$ cat src/include/alu_pkg.sv
// constants, opcode decoding and register map of the rotate / subtract alu slice
package alu_pkg;

  // ****************************************************************
  // register map (byte addresses, one aligned word each)
  // ****************************************************************
  localparam logic [7:0] ADDR_OPCODE = 8'h00;
  localparam logic [7:0] ADDR_DST = 8'h04;
  localparam logic [7:0] ADDR_SRC = 8'h08;
  localparam logic [7:0] ADDR_FLAGS = 8'h0C;
  localparam logic [7:0] ADDR_RESULT = 8'h10;
  localparam logic [7:0] ADDR_STATUS = 8'h14;

  // ****************************************************************
  // opcodes
  // ****************************************************************
  localparam logic [7:0] OP_ROTL_CY_R = 8'h10;
  localparam logic [7:0] OP_ROTL_CY_IR = 8'h11;
  localparam logic [7:0] OP_ROTR_R = 8'hE0;
  localparam logic [7:0] OP_ROTR_IR = 8'hE1;
  localparam logic [7:0] OP_ROTR_CY_R = 8'hC0;
  localparam logic [7:0] OP_ROTR_CY_IR = 8'hC1;
  localparam logic [7:0] OP_SUBB_WW = 8'h32;
  localparam logic [7:0] OP_SUBB_WI = 8'h33;
  localparam logic [7:0] OP_SUBB_REG = 8'h34;
  localparam logic [7:0] OP_SUBB_IND = 8'h35;
  localparam logic [7:0] OP_SUBB_IMM = 8'h36;
  localparam logic [7:0] OP_CY_ONE = 8'hDF;

  // ****************************************************************
  // flag byte layout, status bits, reset values, timing
  // ****************************************************************
  localparam int FLAG_C = 7;
  localparam int FLAG_Z = 6;
  localparam int FLAG_S = 5;
  localparam int FLAG_V = 4;
  localparam int FLAG_D = 3;
  localparam int FLAG_H = 2;
  localparam logic [7:0] FLAG_MASK = 8'hFC;
  localparam logic [7:0] FLAGS_RST = 8'h00;
  localparam logic [7:0] BYTE_RST = 8'h00;
  localparam int STATUS_BUSY = 0;
  localparam int STATUS_BAD = 1;
  localparam logic [2:0] CYC_SHORT = 3'h4;
  localparam logic [2:0] CYC_LONG = 3'h6;

  // true for any of the six rotate opcodes
  function automatic logic is_rot(input logic [7:0] op);
    return op == OP_ROTL_CY_R || op == OP_ROTL_CY_IR || op == OP_ROTR_R ||
           op == OP_ROTR_IR || op == OP_ROTR_CY_R || op == OP_ROTR_CY_IR;
  endfunction

  // true for any of the five subtract-with-borrow opcodes
  function automatic logic is_subb(input logic [7:0] op);
    return op >= OP_SUBB_WW && op <= OP_SUBB_IMM;
  endfunction

  function automatic logic op_legal(input logic [7:0] op);
    return is_rot(op) || is_subb(op) || op == OP_CY_ONE;
  endfunction

  // only the OP_SUBB_WW subtract is short among subtracts
  function automatic logic [2:0] op_cycles(input logic [7:0] op);
    return (is_subb(op) && op != OP_SUBB_WW) ? CYC_LONG : CYC_SHORT;
  endfunction

endpackage

$ cat src/alu_slice_core.sv
// combinational datapath: rotates, subtract with borrow and set carry
`timescale 1ns/100ps
module alu_slice_core (
  // operation and operands
  input wire logic [7:0] op,
  input wire logic [7:0] dst,
  input wire logic [7:0] src,
  input wire logic [7:0] flags_in,
  // outcome
  output logic [7:0] result,
  output logic [7:0] flags_out
);

  logic cin;
  logic [8:0] sum9;
  logic [4:0] sum5;

  // subtraction as dst + ~src + ~c; carry out means no borrow
  always_comb begin
    cin = flags_in[alu_pkg::FLAG_C];
    sum9 = {1'b0, dst} + {1'b0, ~src} + {8'h00, ~cin};
    sum5 = {1'b0, dst[3:0]} + {1'b0, ~src[3:0]} + {4'h0, ~cin};
  end

  // per-opcode result and flags; unlisted opcodes leave all as is
  always_comb begin
    result = dst;
    flags_out = flags_in;
    case (op)
      alu_pkg::OP_ROTL_CY_R, alu_pkg::OP_ROTL_CY_IR: begin
        result = {dst[6:0], cin};
        flags_out[alu_pkg::FLAG_C] = dst[7];
      end
      alu_pkg::OP_ROTR_R, alu_pkg::OP_ROTR_IR: begin
        result = {dst[0], dst[7:1]};
        flags_out[alu_pkg::FLAG_C] = dst[0];
      end
      alu_pkg::OP_ROTR_CY_R, alu_pkg::OP_ROTR_CY_IR: begin
        result = {cin, dst[7:1]};
        flags_out[alu_pkg::FLAG_C] = dst[0];
      end
      alu_pkg::OP_SUBB_WW, alu_pkg::OP_SUBB_WI, alu_pkg::OP_SUBB_REG,
      alu_pkg::OP_SUBB_IND, alu_pkg::OP_SUBB_IMM: begin
        result = sum9[7:0];
        flags_out[alu_pkg::FLAG_C] = ~sum9[8];
        flags_out[alu_pkg::FLAG_V] = (dst[7] ^ src[7]) & ~(sum9[7] ^ src[7]);
        flags_out[alu_pkg::FLAG_D] = 1'b1;
        flags_out[alu_pkg::FLAG_H] = ~sum5[4];
      end
      alu_pkg::OP_CY_ONE: begin
        flags_out[alu_pkg::FLAG_C] = 1'b1;
      end
      default: begin
        result = dst;
      end
    endcase
    // zero and sign are common to rotates and subtracts
    if (alu_pkg::is_rot(op) || alu_pkg::is_subb(op)) begin
      flags_out[alu_pkg::FLAG_Z] = (result == 8'h00);
      flags_out[alu_pkg::FLAG_S] = result[7];
    end
    if (alu_pkg::is_rot(op)) begin
      flags_out[alu_pkg::FLAG_V] = result[7] ^ dst[7];
    end
  end

endmodule

$ cat src/rotate_subtract_carry_alu.sv
// apb-controlled alu slice: rotate through carry, rotate right, subtract with borrow
`timescale 1ns/100ps
module rotate_subtract_carry_alu (
  // clock and reset
  input wire logic pclk,
  input wire logic presetn,
  // apb slave
  input wire logic psel,
  input wire logic penable,
  input wire logic pwrite,
  input wire logic [7:0] paddr,
  input wire logic [31:0] pwdata,
  output logic [31:0] prdata,
  output logic pready,
  output logic pslverr,
  // alu state towards the core
  output logic [7:0] alu_result,
  output logic [7:0] alu_flags,
  output logic busy,
  output logic done
);

  // ****************************************************************
  // bus decode
  // ****************************************************************
  logic setup;
  logic mapped;
  logic refuse;
  logic wr_en;
  logic [31:0] rd_word;
  logic [7:0] op_q;
  logic [7:0] dst_q;
  logic [7:0] src_q;
  logic bad_op_q;
  logic [2:0] cnt_q;
  logic start;
  logic finish;
  logic [7:0] core_result;
  logic [7:0] core_flags;

  assign setup = psel & ~penable;
  assign mapped = paddr == alu_pkg::ADDR_OPCODE || paddr == alu_pkg::ADDR_DST ||
                  paddr == alu_pkg::ADDR_SRC || paddr == alu_pkg::ADDR_FLAGS ||
                  paddr == alu_pkg::ADDR_RESULT || paddr == alu_pkg::ADDR_STATUS;
  // operands are frozen while busy, so any write then is refused
  assign refuse = ~mapped | (pwrite & busy);
  // error was decided in setup; a refused access never writes
  assign wr_en = psel & penable & pready & pwrite & ~pslverr;
  assign start = wr_en & (paddr == alu_pkg::ADDR_OPCODE) & alu_pkg::op_legal(pwdata[7:0]);
  assign finish = busy & (cnt_q == 3'h0);

  // read mux, narrow registers in the low bits
  always_comb begin
    rd_word = 32'h0000_0000;
    case (paddr)
      alu_pkg::ADDR_OPCODE: rd_word = {24'h00_0000, op_q};
      alu_pkg::ADDR_DST: rd_word = {24'h00_0000, dst_q};
      alu_pkg::ADDR_SRC: rd_word = {24'h00_0000, src_q};
      alu_pkg::ADDR_FLAGS: rd_word = {24'h00_0000, alu_flags};
      alu_pkg::ADDR_RESULT: rd_word = {24'h00_0000, alu_result};
      alu_pkg::ADDR_STATUS: rd_word = {30'h0000_0000, bad_op_q, busy};
      default: rd_word = 32'h0000_0000;
    endcase
  end

  // one wait-free access phase: ready and data come from the setup edge
  always_ff @(posedge pclk or negedge presetn) begin
    if (!presetn) begin
      pready <= 1'b0;
      pslverr <= 1'b0;
      prdata <= 32'h0000_0000;
    end else begin
      pready <= setup;
      pslverr <= setup & refuse;
      if (setup) begin
        prdata <= (~mapped | pwrite) ? 32'h0000_0000 : rd_word;
      end
    end
  end

  // a setup cycle is always answered in the very next cycle, never stretched
  a_ready_after_setup: assert property (@(posedge pclk) disable iff (!presetn)
    psel && !penable |=> pready)
    else $error("ready missing after setup");

  // ready is a single-cycle answer, so a held access cannot be taken twice
  a_ready_one_cycle: assert property (@(posedge pclk) disable iff (!presetn)
    pready |=> !pready)
    else $error("ready held for more than one cycle");

  // no selection, no answer on the next cycle
  a_ready_idle: assert property (@(posedge pclk) disable iff (!presetn)
    !psel |=> !pready)
    else $error("ready without a selected transfer");

  // an error is only meaningful while ready qualifies it
  a_err_with_ready: assert property (@(posedge pclk) disable iff (!presetn)
    pslverr |-> pready)
    else $error("error shown without ready");

  // holes in the map answer with an error
  a_unmapped_err: assert property (@(posedge pclk) disable iff (!presetn)
    psel && !penable && !mapped |=> pslverr)
    else $error("unmapped access not refused");

  // operands are frozen while an op runs, so writes then must be refused
  a_busy_write_err: assert property (@(posedge pclk) disable iff (!presetn)
    psel && !penable && pwrite && busy |=> pslverr)
    else $error("write while busy not refused");

  // writes return an all-zero word rather than stale read data
  a_write_rdata_zero: assert property (@(posedge pclk) disable iff (!presetn)
    psel && !penable && pwrite |=> prdata == 32'h0000_0000)
    else $error("write returned nonzero read data");

  // ****************************************************************
  // operand registers
  // ****************************************************************

  // opcode is stored even when illegal so software can read it back
  always_ff @(posedge pclk or negedge presetn) begin
    if (!presetn) begin
      op_q <= alu_pkg::BYTE_RST;
      dst_q <= alu_pkg::BYTE_RST;
      src_q <= alu_pkg::BYTE_RST;
    end else if (wr_en) begin
      if (paddr == alu_pkg::ADDR_OPCODE) begin
        op_q <= pwdata[7:0];
      end
      if (paddr == alu_pkg::ADDR_DST) begin
        dst_q <= pwdata[7:0];
      end
      if (paddr == alu_pkg::ADDR_SRC) begin
        src_q <= pwdata[7:0];
      end
    end
  end

  // sticky illegal-opcode flag, write one to clear; a new event wins
  always_ff @(posedge pclk or negedge presetn) begin
    if (!presetn) begin
      bad_op_q <= 1'b0;
    end else if (wr_en && paddr == alu_pkg::ADDR_OPCODE && !alu_pkg::op_legal(pwdata[7:0])) begin
      bad_op_q <= 1'b1;
    end else if (wr_en && paddr == alu_pkg::ADDR_STATUS && pwdata[alu_pkg::STATUS_BAD]) begin
      bad_op_q <= 1'b0;
    end
  end

  // an illegal opcode is kept for read-back, flagged, and never starts the sequencer
  a_bad_op_set: assert property (@(posedge pclk) disable iff (!presetn)
    wr_en && paddr == alu_pkg::ADDR_OPCODE && !alu_pkg::op_legal(pwdata[7:0]) |=>
    bad_op_q && !busy)
    else $error("illegal opcode not flagged");

  // write one to clear; no opcode write can share the cycle, so the clear is seen
  a_bad_op_clear: assert property (@(posedge pclk) disable iff (!presetn)
    wr_en && paddr == alu_pkg::ADDR_STATUS && pwdata[alu_pkg::STATUS_BAD] |=> !bad_op_q)
    else $error("illegal opcode flag not cleared");

  // ****************************************************************
  // sequencer and datapath
  // ****************************************************************

  // busy for exactly the instruction's cycle count
  always_ff @(posedge pclk or negedge presetn) begin
    if (!presetn) begin
      busy <= 1'b0;
      cnt_q <= 3'h0;
    end else if (start) begin
      busy <= 1'b1;
      cnt_q <= 3'(alu_pkg::op_cycles(pwdata[7:0]) - 3'h1);
    end else if (busy) begin
      busy <= ~finish;
      cnt_q <= finish ? 3'h0 : 3'(cnt_q - 3'h1);
    end
  end

  // a legal opcode write starts the count at the very next edge
  a_start_busy: assert property (@(posedge pclk) disable iff (!presetn)
    start |=> busy)
    else $error("legal opcode did not start");

  // the counter never exceeds the longest instruction
  a_cnt_range: assert property (@(posedge pclk) disable iff (!presetn)
    cnt_q < alu_pkg::CYC_LONG)
    else $error("cycle counter out of range");

  // done marks the cycle right after busy drops, and only that one
  a_done_after_busy: assert property (@(posedge pclk) disable iff (!presetn)
    $fell(busy) |-> done)
    else $error("done missing after busy");

  a_done_pulse: assert property (@(posedge pclk) disable iff (!presetn)
    done |=> !done)
    else $error("done longer than one cycle");

  // source, destination and opcode must not move under a running op
  a_ops_frozen: assert property (@(posedge pclk) disable iff (!presetn)
    busy |=> $stable(op_q) && $stable(dst_q) && $stable(src_q))
    else $error("operands changed while busy");

  // flags only move on finish while busy, so the carry-in stays put
  a_flags_frozen: assert property (@(posedge pclk) disable iff (!presetn)
    busy && !finish |=> $stable(alu_flags))
    else $error("flags changed mid-operation");

  alu_slice_core u_core (
    .op(op_q),
    .dst(dst_q),
    .src(src_q),
    .flags_in(alu_flags),
    .result(core_result),
    .flags_out(core_flags)
  );

  // results land on the last busy cycle; software may preset flags when idle
  always_ff @(posedge pclk or negedge presetn) begin
    if (!presetn) begin
      alu_result <= alu_pkg::BYTE_RST;
      alu_flags <= alu_pkg::FLAGS_RST;
      done <= 1'b0;
    end else begin
      done <= finish;
      if (finish) begin
        alu_result <= core_result;
        alu_flags <= core_flags;
      end else if (wr_en && paddr == alu_pkg::ADDR_FLAGS) begin
        alu_flags <= pwdata[7:0] & alu_pkg::FLAG_MASK;
      end
    end
  end

  // the result byte stands until the next operation finishes
  a_result_hold: assert property (@(posedge pclk) disable iff (!presetn)
    !finish |=> $stable(alu_result))
    else $error("result changed without a finish");

  // ****************************************************************
  // checks
  // ****************************************************************
  logic [7:0] fl_prev_q;
  logic [8:0] sub_ref;

  // flags as they stood one cycle back: the carry-in of the op that just finished
  always_ff @(posedge pclk or negedge presetn) begin
    if (!presetn) begin
      fl_prev_q <= alu_pkg::FLAGS_RST;
    end else begin
      fl_prev_q <= alu_flags;
    end
  end

  // plain subtract reference, kept apart from the adder trick of the datapath
  assign sub_ref = {1'b0, dst_q} - {1'b0, src_q} - {8'h00, fl_prev_q[alu_pkg::FLAG_C]};

  a_rotl_shift: assert property (@(posedge pclk) disable iff (!presetn)
    done && (op_q == alu_pkg::OP_ROTL_CY_R || op_q == alu_pkg::OP_ROTL_CY_IR) |->
    alu_result == {dst_q[6:0], fl_prev_q[alu_pkg::FLAG_C]} &&
    alu_flags[alu_pkg::FLAG_C] == dst_q[7])
    else $error("rotate left through carry wrong");

  a_rotr_shift: assert property (@(posedge pclk) disable iff (!presetn)
    done && (op_q == alu_pkg::OP_ROTR_R || op_q == alu_pkg::OP_ROTR_IR) |->
    alu_result == {dst_q[0], dst_q[7:1]} && alu_flags[alu_pkg::FLAG_C] == dst_q[0])
    else $error("plain rotate right wrong");

  a_rotr_cy_shift: assert property (@(posedge pclk) disable iff (!presetn)
    done && (op_q == alu_pkg::OP_ROTR_CY_R || op_q == alu_pkg::OP_ROTR_CY_IR) |->
    alu_result == {fl_prev_q[alu_pkg::FLAG_C], dst_q[7:1]} &&
    alu_flags[alu_pkg::FLAG_C] == dst_q[0])
    else $error("rotate right through carry wrong");

  a_rot_keep_dh: assert property (@(posedge pclk) disable iff (!presetn)
    done && alu_pkg::is_rot(op_q) |->
    alu_flags[alu_pkg::FLAG_D] == fl_prev_q[alu_pkg::FLAG_D] &&
    alu_flags[alu_pkg::FLAG_H] == fl_prev_q[alu_pkg::FLAG_H])
    else $error("rotate changed decimal or half flag");

  a_rot_overflow: assert property (@(posedge pclk) disable iff (!presetn)
    done && alu_pkg::is_rot(op_q) |-> alu_flags[alu_pkg::FLAG_V] == (alu_result[7] ^ dst_q[7]))
    else $error("rotate overflow flag wrong");

  a_rot_zero_sign: assert property (@(posedge pclk) disable iff (!presetn)
    done && alu_pkg::is_rot(op_q) |-> alu_flags[alu_pkg::FLAG_Z] == (alu_result == 8'h00) &&
    alu_flags[alu_pkg::FLAG_S] == alu_result[7])
    else $error("rotate zero or sign flag wrong");

  a_subb_value: assert property (@(posedge pclk) disable iff (!presetn)
    done && alu_pkg::is_subb(op_q) |-> alu_result == sub_ref[7:0] && $stable(src_q))
    else $error("subtract result wrong");

  a_subb_short: assert property (@(posedge pclk) disable iff (!presetn)
    $rose(busy) && op_q == alu_pkg::OP_SUBB_WW |-> busy [*4] ##1 !busy)
    else $error("short subtract not four cycles");

  a_subb_long: assert property (@(posedge pclk) disable iff (!presetn)
    $rose(busy) && alu_pkg::is_subb(op_q) && op_q != alu_pkg::OP_SUBB_WW |->
    busy [*6] ##1 !busy)
    else $error("long subtract not six cycles");

  a_subb_borrow: assert property (@(posedge pclk) disable iff (!presetn)
    done && alu_pkg::is_subb(op_q) |-> alu_flags[alu_pkg::FLAG_C] == sub_ref[8])
    else $error("subtract borrow flag wrong");

  a_subb_overflow: assert property (@(posedge pclk) disable iff (!presetn)
    done && alu_pkg::is_subb(op_q) |-> alu_flags[alu_pkg::FLAG_V] ==
    ((dst_q[7] != src_q[7]) && (alu_result[7] == src_q[7])))
    else $error("subtract overflow flag wrong");

  a_subb_sign_dec: assert property (@(posedge pclk) disable iff (!presetn)
    done && alu_pkg::is_subb(op_q) |-> alu_flags[alu_pkg::FLAG_D] &&
    alu_flags[alu_pkg::FLAG_S] == alu_result[7] &&
    alu_flags[alu_pkg::FLAG_Z] == (alu_result == 8'h00))
    else $error("subtract sign zero or decimal flag wrong");

  a_subb_half: assert property (@(posedge pclk) disable iff (!presetn)
    done && alu_pkg::is_subb(op_q) |-> alu_flags[alu_pkg::FLAG_H] ==
    ({1'b0, dst_q[3:0]} < {1'b0, src_q[3:0]} + {4'h0, fl_prev_q[alu_pkg::FLAG_C]}))
    else $error("subtract half flag wrong");

  a_cy_one_flags: assert property (@(posedge pclk) disable iff (!presetn)
    $rose(busy) && op_q == alu_pkg::OP_CY_ONE |->
    busy [*4] ##1 (done && alu_flags == (fl_prev_q | (8'h01 << alu_pkg::FLAG_C))))
    else $error("set carry wrong");

  a_rot_time: assert property (@(posedge pclk) disable iff (!presetn)
    $rose(busy) && alu_pkg::is_rot(op_q) |-> busy [*4] ##1 (!busy && done))
    else $error("rotate not four cycles");

endmodule

$ cat config.mk
export PLATFORM = sky130hd
export DESIGN_NAME = rotate_subtract_carry_alu
export DESIGN_NICKNAME = d
export VERILOG_FILES = /design/src/include/alu_pkg.sv /design/src/alu_slice_core.sv /design/src/rotate_subtract_carry_alu.sv
export SDC_FILE = /design/constraint.sdc
export NUM_CORES = 1
export LEC_CHECK = 0
export BUFFER_PORTS_ARGS = -buffer_cell sky130_fd_sc_hd__buf_2
export CORE_MARGIN = 5
export CORE_UTILIZATION = 47
export CTS_CLUSTER_DIAMETER = 200
export DETAILED_ROUTE_END_ITERATION = 10
export PLACE_DENSITY = 0.86
export SLEW_MARGIN = 20
export SYNTH_ARGS = -nofsm -noshare
export SYNTH_HDL_FRONTEND = slang
export SYNTH_SLANG_ARGS = --single-unit
$ cat constraint.sdc
create_clock -name pclk -period 2.45 [get_ports pclk]
set_input_delay 0.245 -clock pclk [delete_from_list [all_inputs] [get_ports pclk]]
set_output_delay 0.245 -clock pclk [all_outputs]
set_load 0.1 [all_outputs]
# After elaboration in Yosys (flattened, before gate mapping)
# Cells that the tools add are included.
[classes]
add_sub_neg = 6
order_cmp = 4
eq_ne = 29
mux = 17
bitwise_logic = 26
reduce_logical = 45
[op_table]
columns = ["operator", "count"]
rows = [
  ["$eq 8x8->1 const B", 10],
  ["$eq 8x5->1 const B", 6],
  ["$pmux 8 s6", 1],
  ["$eq 8x6->1 const B", 5],
  ["$mux 32", 1],
  ["$pmux 8 s4", 1],
  ["$logic_or 1x1->1", 18],
  ["$eq 8x4->1 const B", 2],
  ["$ge 8x6->1 const B", 2],
  ["$le 8x6->1 const B", 2],
  ["$logic_not 8->1", 2],
  ["$mux 8", 2],
  ["$reduce_and 2->1", 7],
  ["$mux 3", 4],
  ["$and 1x1->1", 11],
  ["$add 8x8->9", 1],
  ["$add 9x1->9", 1],
  ["$eq 8x3->1 const B", 1],
  ["$logic_and 1x1->1", 8],
  ["$ne 8x6->1 const B", 1],
  ["$not 1->1", 8],
  ["$not 8->8", 1],
  ["$reduce_bool 2->1", 3],
  ["$reduce_or 2->1", 3],
  ["other kinds (16)", 26],
]
[totals]
reg_bits = 78
input_bits = 45
output_inout_bits = 52
elab_cells = 142

# Logic depth before layout (Yosys ltp)
# Gate-level depths: netlist of run 1.
[logic_depth]
depth_word = 11
mapped_depth = 10
depth_no_buf = 10

# Cells and area by module
# From an unflattened synthesis of run 1, not the netlist that was laid out.
[hier_totals]
hier_cells = 355
area_unflattened_um2 = 3753.6
[by_module_without_submodules]
columns = ["mod", "instances", "cells_each", "area_per_inst_um2"]
rows = [
  ["rotate_subtract_carry_alu", 1, 242, 2940.3],
  ["alu_slice_core", 1, 113, 813.3],
]

# Worst setup path before layout of run 1
# Ideal clock, no wire load.
[synth_timing]
kind = "register to register"
start = "reg alu_flags[7]"
end = "reg alu_flags[6]"
arrival_ns = 2.931
path_slack_ns = -0.557
stages_incl_launch_ff = 10
path_cell_list = "dfrtp_1 -> fa_1 -> fa_1 -> nand2b_1 -> o2bb2ai_1 -> xnor2_1 -> a22oi_1 -> nand2_1 -> or4_1 -> o21ai_1"
[synth_between]
elab_chain_cells = 6
[synth_rtl]
columns = ["item", "line", "text"]
rows = [
  ["start: declaration", "rotate_subtract_carry_alu.sv:18", "output logic [7:0] alu_flags,"],
  ["start signal: assignment", "rotate_subtract_carry_alu.sv:221", "alu_flags <= alu_pkg::FLAGS_RST;"],
  ["start signal: assignment", "rotate_subtract_carry_alu.sv:227", "alu_flags <= core_flags;"],
  ["start signal: assignment", "rotate_subtract_carry_alu.sv:229", "alu_flags <= pwdata[7:0] & alu_pkg::FLAG_MASK;"],
  ["$not 1->1", "alu_slice_core.sv:21", "sum9 = {1'b0, dst} + {1'b0, ~src} + {8'h00, ~cin};"],
  ["$add 9x1->9", "alu_slice_core.sv:21", ""],
  ["$pmux 8 s4 *", "alu_slice_core.sv:29", "case (op)"],
  ["$logic_not 8->1 *", "alu_slice_core.sv:59", "flags_out[alu_pkg::FLAG_Z] = (result == 8'h00);"],
  ["$mux 2 *", "alu_slice_core.sv:58", "if (alu_pkg::is_rot(op) || alu_pkg::is_subb(op)) begin"],
  ["$mux 8 *", "rotate_subtract_carry_alu.sv:225", "if (finish) begin"],
]
# Every way passes the cells marked *; elsewhere a longest branch is shown, timed or not. The select of a mux whose other input is x is not followed.
# A chain may end at the register's enable or synchronous reset.

# Final worst setup path of run 1
# Same ends and word-level chain as after synthesis.

==> flow_summary.toml, run 1 <==
[status]
status = "complete, but fails checks"
failed_checks = "negative setup slack"

[yosys]
synth_edf_count = 0
async_flop_share = 1.00
yosysUniqueCellTypes = 60
synth-seq-cells = 54
seq_area_frac_synth = 0.399
yosys_warnings = 0
syn_avg_cell_area_um2 = 9.30
syn-instance-count = 364
mappedNetlistArea_um2 = 3380
synth_top_flop_cell = "dfrtp_1"

[floorplanning]
rows = 31
core_area_um2 = 7140
dieArea_um2 = 9000
die_h_um = 94.9
start_util = 0.474
die_w_um = 94.9
ios = 97

[worst_setup_path]
start_kind = "flip-flop"
setup.worst_path.class = "reg -> reg"
worstPathRequired_ps = 2690
reg2regPathDepth = 9
cp_data_arrival_time_ps = 2880
cp-end-kind = "flip-flop"
cp_max_fo = 2

[detailed_routing]
wl_per_cell_um = 16.7
remaining_drc_errors = 0
antenna_left = 0
drtIter0Drc = 387
wl_um = 8960
via_per_inst = 5.74
firstDrtPassIters = 6
vias = 3069

[global_routing]
met3_usage = 0.0390
grtUsageMet1 = 0.259
grt-ovfl-total = 0
grt_pass1_wl_um = 14100
grt_usage = 0.202
grt_use_met2 = 0.336
antenna_found_initial = 0
grt_max_degree = 25
busiest_layer = "met2"
grt_pass1_vias = 2840

[finish]
fill_cells = 623
drive_gt1_frac = 0.284
diodes = 0
final_common_cell = "dfrtp_1"
seqCellArea_um2 = 1360
area_growth_pct = 17.9
multiInputGateArea_um2 = 1890
final_cells = 535
fin_nets = 491
fin_util = 0.559
final_cell_mix = "52 x dfrtp_1, 49 x nand2_1, 46 x buf_2, 30 x buf_4, 29 x o21ai_0"
design_area_um2 = 3990

[sta]
fmax_mhz = 378
fin_crit_ps = 2640
finalHoldViolations = 0
setup_viol = 2
finalSetupTns_ps = -324
clock_skew_ps = 14.5
setup_slack_ps = -193
rsz0062_at_grt = "yes"
slew_viol_final = 0
fin_crit_sh = 1.08

[hold_path]
hp-class = "in -> reg"
hold-path-cell-count = 2

[power]
power.share.clock = 0.291
p_per_area_nw_per_um2 = 423
seq_power_share = 0.532
internal_power_uw = 1130
peakVddDrop_v = 0.000240
switchingPower_uw = 552
leakagePower_uw = 0.00192
pwr-share-comb = 0.177
p_sw_frac = 0.327

[placement]
post_dp_cell_area_um2 = 3820
place.gp.congestion = 0.996
hpwl_um = 7090
dp_cells = 524
place_ws_ps = -164
port_buffers = 46

[clock_tree]
cts_tree = "yes"
path_clk_slew_ps = 100
root_buffer = "clkbuf_8"
htreeDepth = 2
numCtsBuffers = 5
cts.sinks = 54
cts_buffer_depth = 2
insertion_delay_ps = 310

[flow_run]
drv_cap = 0
what timing repair did:
| item | in CTS | in global routing |
|---|---|---|
| setup buffers | 0 | 2 |
| pin swaps | 0 | 4 |
| hold endpoints to repair | 7 | 0 |
| hold buffers | 1 | 0 |
| gates resized for setup | 2 | 9 |
| setup endpoints to repair | 3 | 4 |
per-stage QoR:
step | hold slack, ps | total power (µW)
6_report | 203 | 1690
5_1_grt | 188 | 1760
2_1_floorplan | -50.6 | 1180
3_5_place_dp | 108 | 1210
4_1_cts | 207 | 1690
3_3_place_gp | 105 | 1200
synthesized netlist by cell type, types with 2 or more instances:
cell | instances | share of area
dfrtp_1 | 54 | 0.40
nand2_1 | 49 | 0.054
o21ai_0 | 31 | 0.046
buf_4 | 26 | 0.058
nor2_1 | 20 | 0.022
mux2_2 | 19 | 0.063
inv_1 | 17 | 0.019
a221oi_1 | 9 | 0.023
clkbuf_1 | 9 | 0.010
ha_1 | 9 | 0.033
a21oi_1 | 7 | 0.010
a22oi_1 | 7 | 0.016
mux2i_1 | 6 | 0.018
o211ai_1 | 6 | 0.013
xnor2_1 | 6 | 0.016
and3_1 | 5 | 0.0092
nand3_1 | 5 | 0.0074
nor3_1 | 5 | 0.0074
nand2b_1 | 4 | 0.0074
nor4_1 | 4 | 0.0074
or3_1 | 4 | 0.0074
a211oi_1 | 3 | 0.0067
a22o_1 | 3 | 0.0078
a31oi_1 | 3 | 0.0055
nand3b_1 | 3 | 0.0067
nand4_1 | 3 | 0.0055
o31ai_1 | 3 | 0.0067
o32ai_1 | 3 | 0.0078
xor2_1 | 3 | 0.0078
a21o_1 | 2 | 0.0044
buf_1 | 2 | 0.0022
fa_1 | 2 | 0.012
nor2b_1 | 2 | 0.0037
o22ai_1 | 2 | 0.0037
or2_2 | 2 | 0.0037
or4_1 | 2 | 0.0044
power by group through the flow:
stage / registers [µW] / clock network, µW / logic [µW]
floorplan: 933 / 0 / 243
global placement: 915 / 0 / 289
detailed placement: 915 / 0 / 293
CTS: 898 / 501 / 295
global route: 898 / 546 / 312
finish: 898 / 490 / 299
path summary, 6_finish.rpt:
path / to / start / slack (ps)
worst max register to register: alu_flags[6]$_DFFE_PN0P_ / alu_flags[7]$_DFFE_PN0P_ / -190
min in group asynchronous: dst_q[0]$_DFFE_PN0P_ / presetn / 300
worst min register to register: prdata[3]$_DFFE_PN0P_ / prdata[3]$_DFFE_PN0P_ / 480
max in group asynchronous: prdata[7]$_DFFE_PN0P_ / presetn / 1580
worst max-delay path: alu_flags[6]$_DFFE_PN0P_ / alu_flags[7]$_DFFE_PN0P_ / -190
worst min-delay path: alu_flags[3]$_DFFE_PN0P_ / pwdata[3] / 200
worst max-delay path, stage by stage (launching register included):
cell and delay [ps]:
dfrtp_4 500, fa_2 400, buf_4 140, nor2b_1 170, o2111ai_1 210, nand3b_1 160
xnor2_1 130, o211ai_1 160, or4_4 550, o21ai_2 130
sequential cells by signal, summed over array words and instances, names as in the netlist:
| signal | cells |
|---|---|
| op_q | 8 |
| dst_q | 8 |
| pready | 1 |
| alu_flags | 6 |
| bad_op_q | 1 |
| pslverr | 1 |
| busy | 1 |
| done | 1 |
| src_q | 8 |
| prdata | 8 |
| cnt_q | 3 |
| alu_result | 8 |
layer usage:
| metal | part of all wire | wire length, µm | vias to the layer above |
|---|---|---|---|
| li1 | - | - | 1402 |
| met1 | 0.40 | 3620 | 1466 |
| met2 | 0.48 | 4270 | 166 |
| met3 | 0.083 | 742 | 35 |
| met4 | 0.036 | 322 | 0 |
| met5 | 0 | 0 | - |
cell families (layout without fill, tap and decap cells):
group | count (synthesis) | in the layout | share of synthesized area
AO/OA/AOI/OAI | 93 | 93 | 0.188
AND/OR/NAND/NOR | 115 | 115 | 0.171
buffers and inverters | 56 | 103 | 0.0913
flip-flops | 54 | 54 | 0.399
other | 1 | 26 | 0.00111
adder cells (fa/ha/maj) | 11 | 11 | 0.0451
XOR/XNOR | 9 | 9 | 0.0233
multiplexers | 25 | 25 | 0.0810
area by class of cell:
type / count / area share
well taps: 99 / 0.0310
clock buffers: 6 / 0.0182
repair buffers: 77 / 0.117
clock inverters: 2 / 0.00376
flip-flops and latches: 54 / 0.340
multi-input cells: 279 / 0.474
inverters: 18 / 0.0169
Note: power is estimated with default switching activity, not from simulation.
==> run 2: changes to the inputs <==
Settings changed: PLACE_DENSITY 0.86 to 0.76.
==> flow_summary.toml, run 2 (same netlist as run 1, synthesis figures left out) <==
[clock_tree]
path_clk_slew_ps = 100
cts_tree = "yes"
cts.sinks = 54
numCtsBuffers = 5
cts_setup_buffers = 0
cts_buffer_depth = 2
htreeDepth = 2
insertion_delay_ps = 310
root_buffer = "clkbuf_8"

[sta]
setup_slack_ps = -70.0
finalHoldViolations = 0
clock_skew_ps = 14.0
slew_viol_final = 0
fmax_mhz = 397
tightest_slew_ps = 540
setup_viol = 1
rsz0062_at_grt = "yes"
fin_crit_sh = 1.03
fin_crit_ps = 2520
slew_headroom = 0.640

[floorplanning]
core_area_um2 = 7140
die_h_um = 94.9
die_w_um = 94.9
rows = 31
ios = 97
start_util = 0.474
dieArea_um2 = 9000

[worst_setup_path]
start_kind = "flip-flop"
worstPathRequired_ps = 2700
crit_buf_inv = 0
cp-end-kind = "flip-flop"
cp_slowest_cell = "dfrtp_4"
cp_max_fo = 3
cp_data_arrival_time_ps = 2770
cp_cell_sequence = "fa_2 -> fa_2 -> nand2b_4 -> o2bb2ai_2 -> xnor2_1 -> a22oi_1 -> nand2_1 -> or4_1 -> o21ai_1"
path_common_cell = "fa_2"
slowest_delay_ps = 490
critical-path-top-delay-family = "adder cells"
setup.worst_path.class = "reg -> reg"

[power]
p_per_area_nw_per_um2 = 454
peakVddDrop_v = 0.000210
finalPower_uw = 1790
leakagePower_uw = 0.00191

[hold_path]
hp-class = "in -> reg"

[detailed_routing]
highest_layer = "met4"
firstDrtPassIters = 4
via_per_inst = 5.58
met3_length_um = 642
remaining_drc_errors = 0
wl_per_cell_um = 16.4
vias = 2964
wl_um = 8690
wl_met2_um = 4170
wl_met1_um = 3640
antenna_left = 0
drtIter0Drc = 191

[flow_run]
drv_cap = 0

[global_routing]
grt-ovfl-total = 0
antenna_found_initial = 0
grt_pass1_vias = 2957
grt_max_degree = 33
grt_usage = 0.205
grt_pass1_wl_um = 14300

[placement]
hpwl_um = 6880
place.gp.congestion = 0.907
port_buffers = 46
dp_cells = 522

[finish]
final_cell_mix = "52 x dfrtp_1, 49 x nand2_1, 46 x buf_2, 30 x o21ai_0, 26 x conb_1"
area_growth_pct = 16.7
diodes = 0
final_common_cell = "dfrtp_1"
final_cells = 531
fin_nets = 487
drive_gt1_frac = 0.266

[status]
failed_checks = "negative setup slack"
status = "complete, but fails checks"
-- run 2: metal layers --
layer | vias to the layer above | track usage
li1 | 1396 | -
met1 | 1423 | 0.260
met2 | 122 | 0.352
met3 | 23 | 0.0359
met4 | 0 | 0.0697
met5 | - | 0
-- run 2: worst paths after layout --
check	cells past startpoint	start	slack, ps	endpoint
setup / recovery	9	alu_flags[7]$_DFFE_PN0P_	-70	alu_flags[6]$_DFFE_PN0P_
hold / removal	3	pwrite	210	pslverr$_DFF_PN0_
setup reg to reg	9	alu_flags[7]$_DFFE_PN0P_	-70	alu_flags[6]$_DFFE_PN0P_
hold reg to reg	2	prdata[4]$_DFFE_PN0P_	480	prdata[4]$_DFFE_PN0P_
max in group asynchronous	3	presetn	1440	alu_result[2]$_DFFE_PN0P_
min in group asynchronous	2	presetn	440	src_q[1]$_DFFE_PN0P_
-- run 2: per-stage QoR --
| stage | setup slack [ps] | hold slack (ps) | instance area (µm²) | util | TNS, ps |
|---|---|---|---|---|---|
| after global placement | -105 | 255 | 3820 | 0.536 | -105 |
| after floorplan | -194 | -50.6 | 3500 | - | -195 |
| after CTS | -57.4 | 212 | 3940 | 0.552 | -57.4 |
| final | -70.0 | 209 | 3950 | 0.553 | -70.0 |
| after detailed placement | -122 | 258 | 3820 | 0.536 | -147 |
| after global routing | -168 | 211 | 3950 | 0.553 | -207 |
-- run 2: area by class of cell --
cell class                 instances  area, µm²
clock buffer                       6       72.6
clock inverter                     2       37.5
fill                             669       3190
inverter                          18       67.6
multi-input combinational        279       1840
sequential                        54       1360
tap                               99        124
timing repair buffer              73        448
-- run 2: worst min-delay path: stages --
cell	delay, ps
buf_2	100
a21oi_1	60
nor2_1	70
-- run 2: what timing repair did --
action / CTS / global route
hold buffers: 1 / 0
endpoints found under the setup margin: 3 / 3
gates resized for setup: 1 / 2
pin swaps: 1 / 0
endpoints found under the hold margin: 22 / 0
-- run 2: report_power, final --
group	internal, µW	switching [µW]
sequential	894	3.24
clock	305	292
combinational	37.7	259
